## config.mk

```make
export PLATFORM = sky130hd
export DESIGN_NAME = ssx_skip_sub_exec
export DESIGN_NICKNAME = d
export VERILOG_FILES = /design/src/shared/ssx_pkg.sv /design/src/shared/ssx_alu_if.sv /design/src/verilog/ssx_dmem.sv /design/src/verilog/ssx_alu.sv /design/src/verilog/ssx_skip_sub_exec.sv
export SDC_FILE = /design/constraint.sdc
export NUM_CORES = 1
export LEC_CHECK = 0
export BUFFER_PORTS_ARGS = -buffer_cell sky130_fd_sc_hd__buf_2
export CELL_PAD_IN_SITES_DETAIL_PLACEMENT = 0
export CELL_PAD_IN_SITES_GLOBAL_PLACEMENT = 1
export CORE_MARGIN = 5
export CORE_UTILIZATION = 44
export DETAILED_ROUTE_END_ITERATION = 7
export PLACE_DENSITY = 0.8
export SLEW_MARGIN = 20
export SYNTH_ARGS = -nofsm -noshare
export SYNTH_HDL_FRONTEND = slang
export SYNTH_SLANG_ARGS = --single-unit
```

## constraint.sdc

```tcl
create_clock -name pclk -period 7.95 [get_ports pclk]
set_clock_uncertainty 0.05 [all_clocks]
set_input_delay 0.795 -clock pclk [delete_from_list [all_inputs] [get_ports pclk]]
set_output_delay 0.795 -clock pclk [all_outputs]
set_load 0.005 [all_outputs]
```

## src/shared/ssx_pkg.sv

```systemverilog
// ------------------------------------------------------------
// Constants for the skip and subtract executor
// ------------------------------------------------------------
package ssx_pkg;

   // APB byte addresses of the control registers
   localparam logic [11:0] ADDR_INSTR = 12'h000;
   localparam logic [11:0] ADDR_ACC = 12'h004;
   localparam logic [11:0] ADDR_FLAGS = 12'h008;
   localparam logic [11:0] ADDR_STATUS = 12'h00C;
   localparam logic [11:0] ADDR_MEM_BASE = 12'h040;

   // Instruction register fields
   localparam int INSTR_OP_LSB = 0;
   localparam int INSTR_BIT_LSB = 4;
   localparam int INSTR_ADDR_LSB = 8;

   // Flag bit positions in the flags register
   localparam int FLG_OVERFLOW = 0;
   localparam int FLG_Z = 1;
   localparam int FLG_AUX_CARRY = 2;
   localparam int FLG_C = 3;
   localparam int FLG_SIGNED_CMP = 4;
   localparam int FLG_CMP_ZERO = 5;
   localparam int FLAGS_W = 6;

   // Status register fields
   localparam int STAT_BUSY = 0;
   localparam int STAT_SKIP = 1;
   localparam int STAT_CYC_LSB = 2;
   localparam int STAT_ILLEGAL = 4;

   // Reset values
   localparam logic [7:0] ACC_RST = 8'h00;
   localparam logic [5:0] FLAGS_RST = 6'h00;
   localparam logic [7:0] MEM_RST = 8'h00;

   // Instruction lengths in instruction cycles
   localparam logic [1:0] CYC_NORMAL = 2'h2;
   localparam logic [1:0] CYC_SKIP = 2'h3;

   typedef enum logic [2:0] {
      OP_INC_MEM_SKIP_ZERO = 3'h0,
      OP_INC_TO_ACC_SKIP_ZERO = 3'h1,
      OP_SKIP_BIT_NONZERO = 3'h2,
      OP_SKIP_IF_NONZERO = 3'h3,
      OP_SUB_MEM_FROM_ACC = 3'h4,
      OP_SUB_MEM_RESULT_TO_MEM = 3'h5,
      OP_NIBBLE_EXCHANGE = 3'h6
   } ssx_op_t;

   typedef enum logic [3:0] {
      ST_IDLE = 4'h1,
      ST_EXEC = 4'h2,
      ST_FETCH = 4'h4,
      ST_DUMMY = 4'h8
   } ssx_state_t;

endpackage : ssx_pkg

```

## src/shared/ssx_alu_if.sv

```systemverilog
`timescale 1ns/1ps
`default_nettype none
// ------------------------------------------------------------
// Operands and results between sequencer and datapath
// ------------------------------------------------------------
interface ssx_alu_if;
   logic [2:0] op;
   logic [7:0] acc;
   logic [7:0] mem;
   logic [2:0] bit_sel;
   logic [7:0] result;
   logic wr_mem;
   logic wr_acc;
   logic wr_flags;
   logic skip;
   logic illegal;
   logic [5:0] flags;

   modport core (output op, acc, mem, bit_sel,
                 input result, wr_mem, wr_acc, wr_flags, skip, illegal, flags);
   modport alu (input op, acc, mem, bit_sel,
                output result, wr_mem, wr_acc, wr_flags, skip, illegal, flags);
endinterface : ssx_alu_if
`default_nettype wire

```

## src/verilog/ssx_dmem.sv

```systemverilog
`timescale 1ns/1ps
`default_nettype none
// ------------------------------------------------------------
// Flip-flop data memory, one write port, two read ports
// ------------------------------------------------------------
module ssx_dmem #(
   parameter int DEPTH = 16,
   parameter int AW = $clog2(DEPTH)
) (
   input wire logic pclk,
   input wire logic presetn,
   input wire logic wr_en,
   input wire logic [AW-1:0] wr_addr,
   input wire logic [7:0] wr_data,
   input wire logic [AW-1:0] rd_addr_a,
   output logic [7:0] rd_data_a,
   input wire logic [AW-1:0] rd_addr_b,
   output logic [7:0] rd_data_b
);
   logic [7:0] mem_reg [DEPTH];

   // One storage byte per entry
   genvar gi;
   generate
      for (gi = 0; gi < DEPTH; gi++) begin : g_byte
         always_ff @(posedge pclk or negedge presetn) begin
            if (!presetn) begin
               mem_reg[gi] <= ssx_pkg::MEM_RST;
            end else if (wr_en && (wr_addr == AW'(gi))) begin
               mem_reg[gi] <= wr_data;
            end
         end
      end
   endgenerate

   // Combinational reads so an instruction finishes in one execute cycle
   assign rd_data_a = mem_reg[rd_addr_a];
   assign rd_data_b = mem_reg[rd_addr_b];
endmodule : ssx_dmem
`default_nettype wire

```

## src/verilog/ssx_alu.sv

```systemverilog
`timescale 1ns/1ps
`default_nettype none
// ------------------------------------------------------------
// Datapath: increment, bit test, subtract, nibble exchange
// ------------------------------------------------------------
module ssx_alu (
   ssx_alu_if.alu a
);
   logic [8:0] diff;
   logic [4:0] ndiff;
   logic ovf;

   // Borrow-extended subtraction; bit 8 is the borrow out
   assign diff = {1'b0, a.acc} - {1'b0, a.mem};
   assign ndiff = {1'b0, a.acc[3:0]} - {1'b0, a.mem[3:0]};
   assign ovf = (a.acc[7] != a.mem[7]) && (diff[7] != a.acc[7]);

   // Result, write enables and skip decision per opcode
   always_comb begin
      a.result = a.mem;
      a.wr_mem = 1'b0;
      a.wr_acc = 1'b0;
      a.wr_flags = 1'b0;
      a.skip = 1'b0;
      a.illegal = 1'b0;
      a.flags = '0;
      case (a.op)
         ssx_pkg::OP_INC_MEM_SKIP_ZERO: begin
            a.result = a.mem + 8'h01;
            a.wr_mem = 1'b1;
            a.skip = (a.result == 8'h00);
         end
         ssx_pkg::OP_INC_TO_ACC_SKIP_ZERO: begin
            a.result = a.mem + 8'h01;
            a.wr_acc = 1'b1;
            a.skip = (a.result == 8'h00);
         end
         ssx_pkg::OP_SKIP_BIT_NONZERO: begin
            a.skip = a.mem[a.bit_sel];
         end
         ssx_pkg::OP_SKIP_IF_NONZERO: begin
            a.wr_mem = 1'b1;
            a.skip = (a.mem != 8'h00);
         end
         ssx_pkg::OP_SUB_MEM_FROM_ACC,
         ssx_pkg::OP_SUB_MEM_RESULT_TO_MEM: begin
            a.result = diff[7:0];
            a.wr_acc = (a.op == ssx_pkg::OP_SUB_MEM_FROM_ACC);
            a.wr_mem = (a.op == ssx_pkg::OP_SUB_MEM_RESULT_TO_MEM);
            a.wr_flags = 1'b1;
            a.flags[ssx_pkg::FLG_OVERFLOW] = ovf;
            a.flags[ssx_pkg::FLG_Z] = (diff[7:0] == 8'h00);
            a.flags[ssx_pkg::FLG_AUX_CARRY] = ~ndiff[4];
            a.flags[ssx_pkg::FLG_C] = ~diff[8];
            a.flags[ssx_pkg::FLG_SIGNED_CMP] = ~(diff[7] ^ ovf);
            a.flags[ssx_pkg::FLG_CMP_ZERO] = (diff[7:0] == 8'h00);
         end
         ssx_pkg::OP_NIBBLE_EXCHANGE: begin
            a.result = {a.mem[3:0], a.mem[7:4]};
            a.wr_mem = 1'b1;
         end
         default: begin
            a.illegal = 1'b1;
         end
      endcase
   end
endmodule : ssx_alu
`default_nettype wire

```

## src/verilog/ssx_skip_sub_exec.sv

```systemverilog
// Our own choices: register access over APB and the address map.
`timescale 1ns/1ps
`default_nettype none
module ssx_skip_sub_exec #(
   parameter int DEPTH = 16,
   parameter int AW = $clog2(DEPTH)
) (
   input wire logic pclk,
   input wire logic presetn,
   input wire logic psel,
   input wire logic penable,
   input wire logic pwrite,
   input wire logic [11:0] paddr,
   input wire logic [31:0] pwdata,
   output logic [31:0] prdata,
   output logic pready,
   output logic pslverr,
   output logic exec_busy,
   output logic skip_taken
);
   // ------------------------------------------------------------
   // State and registers
   // ------------------------------------------------------------
   ssx_pkg::ssx_state_t state_reg, state_next;
   logic [2:0] op_reg;
   logic [2:0] bit_reg;
   logic [7:0] maddr_reg;
   logic [7:0] acc_reg;
   logic [5:0] flags_reg;
   logic skip_reg;
   logic illegal_reg;
   logic [1:0] cyc_reg;
   logic [31:0] prdata_reg;
   logic pready_reg;
   logic pslverr_reg;
   logic busy_reg;

   ssx_alu_if alu_bus ();

   // ------------------------------------------------------------
   // APB decode
   // ------------------------------------------------------------
   localparam logic [11:0] MEM_END = ssx_pkg::ADDR_MEM_BASE + 12'(4 * DEPTH);

   wire setup = psel && !penable;
   wire access_edge = psel && penable && pready_reg;
   wire busy = (state_reg != ssx_pkg::ST_IDLE);
   wire hit_instr = (paddr == ssx_pkg::ADDR_INSTR);
   wire hit_acc = (paddr == ssx_pkg::ADDR_ACC);
   wire hit_flags = (paddr == ssx_pkg::ADDR_FLAGS);
   wire hit_status = (paddr == ssx_pkg::ADDR_STATUS);
   wire hit_mem = (paddr >= ssx_pkg::ADDR_MEM_BASE) && (paddr < MEM_END)
                  && (paddr[1:0] == 2'h0);
   wire mapped = hit_instr || hit_acc || hit_flags || hit_status || hit_mem;
   // Writes while an instruction runs are refused so operands stay stable
   wire err_next = !mapped || (pwrite && (busy || hit_status));
   wire wr_ok = access_edge && pwrite && !pslverr_reg;
   wire [AW-1:0] bus_idx = paddr[AW+1:2];

   // ------------------------------------------------------------
   // Data memory and datapath
   // ------------------------------------------------------------
   wire [AW-1:0] exec_idx = maddr_reg[AW-1:0];
   wire [7:0] mem_rd_x;
   wire [7:0] mem_rd_bus;
   wire in_exec = (state_reg == ssx_pkg::ST_EXEC);
   wire exec_wr = in_exec && alu_bus.wr_mem;
   wire mem_we = exec_wr || (wr_ok && hit_mem);
   wire [AW-1:0] mem_waddr = exec_wr ? exec_idx : bus_idx;
   wire [7:0] mem_wdata = exec_wr ? alu_bus.result : pwdata[7:0];
   wire bit_val = mem_rd_x[bit_reg];

   ssx_dmem #(
      .DEPTH(DEPTH),
      .AW(AW)
   ) u_dmem (
      .pclk(pclk),
      .presetn(presetn),
      .wr_en(mem_we),
      .wr_addr(mem_waddr),
      .wr_data(mem_wdata),
      .rd_addr_a(exec_idx),
      .rd_data_a(mem_rd_x),
      .rd_addr_b(bus_idx),
      .rd_data_b(mem_rd_bus)
   );

   // Operands for the datapath
   assign alu_bus.op = op_reg;
   assign alu_bus.acc = acc_reg;
   assign alu_bus.mem = mem_rd_x;
   assign alu_bus.bit_sel = bit_reg;

   ssx_alu u_alu (
      .a(alu_bus.alu)
   );

   // ------------------------------------------------------------
   // Read data selection
   // ------------------------------------------------------------
   wire [31:0] status_word = {27'h0, illegal_reg, cyc_reg, skip_reg, busy};
   wire [31:0] instr_word = {16'h0, maddr_reg, 1'b0, bit_reg, 1'b0, op_reg};
   wire [31:0] rd_mux = hit_instr ? instr_word :
                        hit_acc ? {24'h0, acc_reg} :
                        hit_flags ? {26'h0, flags_reg} :
                        hit_status ? status_word :
                        hit_mem ? {24'h0, mem_rd_bus} : 32'h0;

   // ------------------------------------------------------------
   // Sequencer
   // ------------------------------------------------------------
   // Execute, then fetch, then a dummy slot only when skipping
   always_comb begin
      state_next = state_reg;
      case (state_reg)
         ssx_pkg::ST_IDLE: begin
            if (wr_ok && hit_instr) begin
               state_next = ssx_pkg::ST_EXEC;
            end
         end
         ssx_pkg::ST_EXEC: begin
            state_next = ssx_pkg::ST_FETCH;
         end
         ssx_pkg::ST_FETCH: begin
            state_next = skip_reg ? ssx_pkg::ST_DUMMY : ssx_pkg::ST_IDLE;
         end
         ssx_pkg::ST_DUMMY: begin
            state_next = ssx_pkg::ST_IDLE;
         end
         default: begin
            state_next = ssx_pkg::ST_IDLE;
         end
      endcase
   end

   // State and busy indication
   always_ff @(posedge pclk or negedge presetn) begin
      if (!presetn) begin
         state_reg <= ssx_pkg::ST_IDLE;
         busy_reg <= 1'b0;
      end else begin
         state_reg <= state_next;
         busy_reg <= (state_next != ssx_pkg::ST_IDLE);
      end
   end

   // Instruction capture from the bus
   always_ff @(posedge pclk or negedge presetn) begin
      if (!presetn) begin
         op_reg <= 3'h0;
         bit_reg <= 3'h0;
         maddr_reg <= 8'h00;
      end else if (wr_ok && hit_instr) begin
         op_reg <= pwdata[ssx_pkg::INSTR_OP_LSB +: 3];
         bit_reg <= pwdata[ssx_pkg::INSTR_BIT_LSB +: 3];
         maddr_reg <= pwdata[ssx_pkg::INSTR_ADDR_LSB +: 8];
      end
   end

   // Accumulator: the bus loads it only while idle
   always_ff @(posedge pclk or negedge presetn) begin
      if (!presetn) begin
         acc_reg <= ssx_pkg::ACC_RST;
      end else if (in_exec && alu_bus.wr_acc) begin
         acc_reg <= alu_bus.result;
      end else if (wr_ok && hit_acc) begin
         acc_reg <= pwdata[7:0];
      end
   end

   // Flags change only on subtracts; skips and exchange leave them
   always_ff @(posedge pclk or negedge presetn) begin
      if (!presetn) begin
         flags_reg <= ssx_pkg::FLAGS_RST;
      end else if (in_exec && alu_bus.wr_flags) begin
         flags_reg <= alu_bus.flags;
      end else if (wr_ok && hit_flags) begin
         flags_reg <= pwdata[5:0];
      end
   end

   // Outcome of the last instruction
   always_ff @(posedge pclk or negedge presetn) begin
      if (!presetn) begin
         skip_reg <= 1'b0;
         illegal_reg <= 1'b0;
         cyc_reg <= 2'h0;
      end else if (in_exec) begin
         skip_reg <= alu_bus.skip;
         illegal_reg <= alu_bus.illegal;
         cyc_reg <= alu_bus.skip ? ssx_pkg::CYC_SKIP : ssx_pkg::CYC_NORMAL;
      end
   end

   // ------------------------------------------------------------
   // APB response, registered for clean outputs
   // ------------------------------------------------------------
   always_ff @(posedge pclk or negedge presetn) begin
      if (!presetn) begin
         pready_reg <= 1'b0;
         pslverr_reg <= 1'b0;
         prdata_reg <= 32'h0;
      end else begin
         pready_reg <= setup;
         pslverr_reg <= setup && err_next;
         if (setup) begin
            prdata_reg <= (pwrite || err_next) ? 32'h0 : rd_mux;
         end
      end
   end

   assign prdata = prdata_reg;
   assign pready = pready_reg;
   assign pslverr = pslverr_reg;
   assign exec_busy = busy_reg;
   assign skip_taken = skip_reg;

   wire ex_inc_mem = in_exec && (op_reg == ssx_pkg::OP_INC_MEM_SKIP_ZERO);
   wire ex_inc_acc = in_exec && (op_reg == ssx_pkg::OP_INC_TO_ACC_SKIP_ZERO);
   wire ex_bit = in_exec && (op_reg == ssx_pkg::OP_SKIP_BIT_NONZERO);
   wire ex_nz = in_exec && (op_reg == ssx_pkg::OP_SKIP_IF_NONZERO);
   wire ex_sub_a = in_exec && (op_reg == ssx_pkg::OP_SUB_MEM_FROM_ACC);
   wire ex_sub_m = in_exec && (op_reg == ssx_pkg::OP_SUB_MEM_RESULT_TO_MEM);
   wire ex_swap = in_exec && (op_reg == ssx_pkg::OP_NIBBLE_EXCHANGE);
endmodule : ssx_skip_sub_exec
`default_nettype wire

```

==> metrics.cfg <==
[hold_path]
worstHoldPathType = in2async

[die]
dieArea_mm2 = 0.0277
core_mm2 = 0.0242
die_x_um = 166
start_util_pct = 44.5
num_rows = 57
fp.dieH_um = 166
io_pins = 85

[layout]
seq_area_mm2 = 0.00456
layout_common_cells = dfrtp_1, mux2_2, nor2_1
final_nets = 972
layout_commonest_cell = dfrtp_1
largest_reg_flops = 128
antennaDiodeCount = 0
fill_cells = 2142
multiInputGateArea_mm2 = 0.00572
layout-drive-gt1-share_pct = 34.1
final_cell_area_mm2 = 0.0118
area_growth_pct = 9.20
final_core_utilization_pct = 48.6
final_cells = 1246

[synthesis]
synth_top_family_by_area = multiplexers
yosys.area_share.simple_pct = 8.93
syn_area_mm2 = 0.0108
yosys.area_share.xor_xnor_pct = 0.651
synth_top_area_share_pct = 42.1
synth_top_area_cell = dfrtp_1
postSynthCellCount = 890
synthDistinctLibCells = 73
yosys_warnings = 0
seq_area_frac_synth_pct = 42.3
synth_mux_area_share_pct = 30.1
synth_seq_cells = 182
avgSynthCellArea_um2 = 12.1
async_flop_share_pct = 100
synth_compound_area_share_pct = 11.0
synthAdderAreaFrac_pct = 1.77
synth-main-ff-cell = dfrtp_1
synthTopCellsByArea = dfrtp_1, mux4_2, mux2_2
synth_edf_count = 0

[drt]
drc = 0
vias = 7512
post_drt_via_cell_ratio = 6.03
wl_um = 28400
drt_iter0_drc = 604
wl_per_cell_um = 22.8
first_pass_iters = 5
ant_nets = 0

[outcome]
outcome = finished clean

[critical_path]
critPathRequiredTime_ns = 8.20
cp_max_fo = 36
reg2reg_depth = 17
worstSetupStartpointType = flip-flop
rrSetupSlack_ns = 2.82
slowest_stage = a221oi_2
r2r_end = flags_reg[5]
crit_type = reg2reg
crit_chain = buf_4 -> mux4_2 -> a22o_1 -> a221oi_2 -> ha_1 -> nand3_1 -> a21oi_1 -> o21ai_0 -> nand2b_1 -> a21oi_1 -> fa_1 -> nand2_1 -> nor4_1 -> nand2_1 -> nor2_1 -> a31oi_1 -> a22oi_1
timing.rr.start = maddr_reg[1]
crit_arrival_ns = 5.38
cpPeakStageDelay_ns = 0.82
worst_setup_path_end_kind = flip-flop

[power]
p_int_mw = 1.40
ir_worst_vdd_mv = 0.154
clkPwrFrac_pct = 45.8
p_total_mw = 1.86
p_sw_uw = 464
power_leakage_nw = 5.31
p_comb_share_pct = 4.5
seqPwrFrac_pct = 49.8
power_density_mw_per_mm2 = 158
p_sw_share_pct = 24.9

[place]
placed_cells = 1214
hpwl_um = 20100
dp_slack_ns = 2.93
placed_cell_area_mm2 = 0.0112
numPortBuffers = 52
place_congestion = 0.881

[sta]
final_hold_viol_count = 0
tightest_slew_ns = 1.11
slew_headroom_pct = 26.1
rsz0062_at_grt = no
slew_viol_final = 0
finalSetupViolations = 0
whs_ns = 0.407
min_period_over_period_pct = 64.5
setup_slack_ns = 2.82
timing.final.crit_period_ns = 5.13
tns_ns = 0
max_freq_ghz = 0.195

[global_route]
grt_pass1_wl_um = 45400
grt_pass1_vias = 7682
grt_max_degree = 113
grt_overflow = 0
antenna_found_initial = 0
track_usage_pct = 20.8

[clock_tree]
cts_tree = built
path_clk_slew_ns = 0.08
h-tree-depth = 4
postCtsSetupBuffers = 0
cts-root-buf = clkbuf_16
clk_latency_ns = 0.44
hold_buffers = 0
cts_resized = 0
cts_buffers = 17
cts_buffer_depth = 2
cts.sinks = 182

[run]
drv_cap = 0

[how the worst max path moves through the flow]
stage | startpoint | endpoint | slack (ns) | cells past startpoint
floorplan | maddr_reg[1] | u_dmem.mem_reg[71] | 3.98 | 16
global placement | maddr_reg[1] | flags_reg[1] | 2.96 | 17
detailed placement | maddr_reg[1] | u_dmem.mem_reg[127] | 2.93 | 15
CTS | maddr_reg[1] | flags_reg[5] | 2.91 | 17
global route | maddr_reg[1] | flags_reg[5] | 2.48 | 17
finish | maddr_reg[1] | flags_reg[5] | 2.82 | 17
[cell usage after synthesis, drive strengths merged, types with 4 or more instances]
| cell | instances |
|---|---|
| mux2i | 12 |
| buf | 56 |
| a22oi | 9 |
| nor2b | 9 |
| mux2 | 110 |
| o22ai | 5 |
| xor2 | 5 |
| or2 | 5 |
| ha | 12 |
| clkbuf | 26 |
| nand3 | 11 |
| o31ai | 5 |
| nand2 | 64 |
| a221oi | 4 |
| or3 | 8 |
| nand2b | 11 |
| dfrtp | 181 |
| o21a | 7 |
| a22o | 15 |
| nor3 | 10 |
| nor2 | 73 |
| nor4 | 5 |
| mux4 | 80 |
| a21oi | 57 |
| inv | 26 |
| o21ai | 31 |
[layer usage]
metal,up-vias,part of all wire [%],track usage (%)
met1,3884,44,28.7
met2,235,48,33.6
met4,0,3.0,7.97
met5,-,0,0
li1,3346,-,-
met3,47,5.0,3.22
[worst max-delay path, delay by kind of cell, from the launching register on]
family | cells | cell delay [ns]
compound gates | 7 | 2.16
fa+ha+maj | 2 | 0.98
mux | 1 | 0.42
simple gates | 6 | 0.50
flops | 1 | 0.37
buf+inv | 1 | 0.51
[power by group through the flow]
stage | combinational, mW | sequential (mW) | clock (mW)
after floorplan | 0.0478 | 0.945 | 0
after global placement | 0.0832 | 0.945 | 0
after detailed placement | 0.0839 | 0.945 | 0
after CTS | 0.0842 | 0.926 | 0.864
after global routing | 0.0925 | 0.926 | 0.904
final | 0.0832 | 0.926 | 0.852
[kinds of logic (layout without fill, tap and decap cells)]
logic type,Yosys count,count (layout)
mux,202,202
buf+inv,108,125
flops,182,182
compound gates,168,168
simple gates,207,207
xor+xnor,8,8
other cells,1,16
fa+ha+maj,14,14
[cell type report]
cell class | count | area share, %
tap | 324 | 3.45
inverter | 26 | 0.830
timing repair buffer | 67 | 3.25
sequential | 182 | 38.7
multi-input combinational | 615 | 48.7
clock buffer | 18 | 3.65
clock inverter | 14 | 1.40
(Power assumes the default switching activity.)
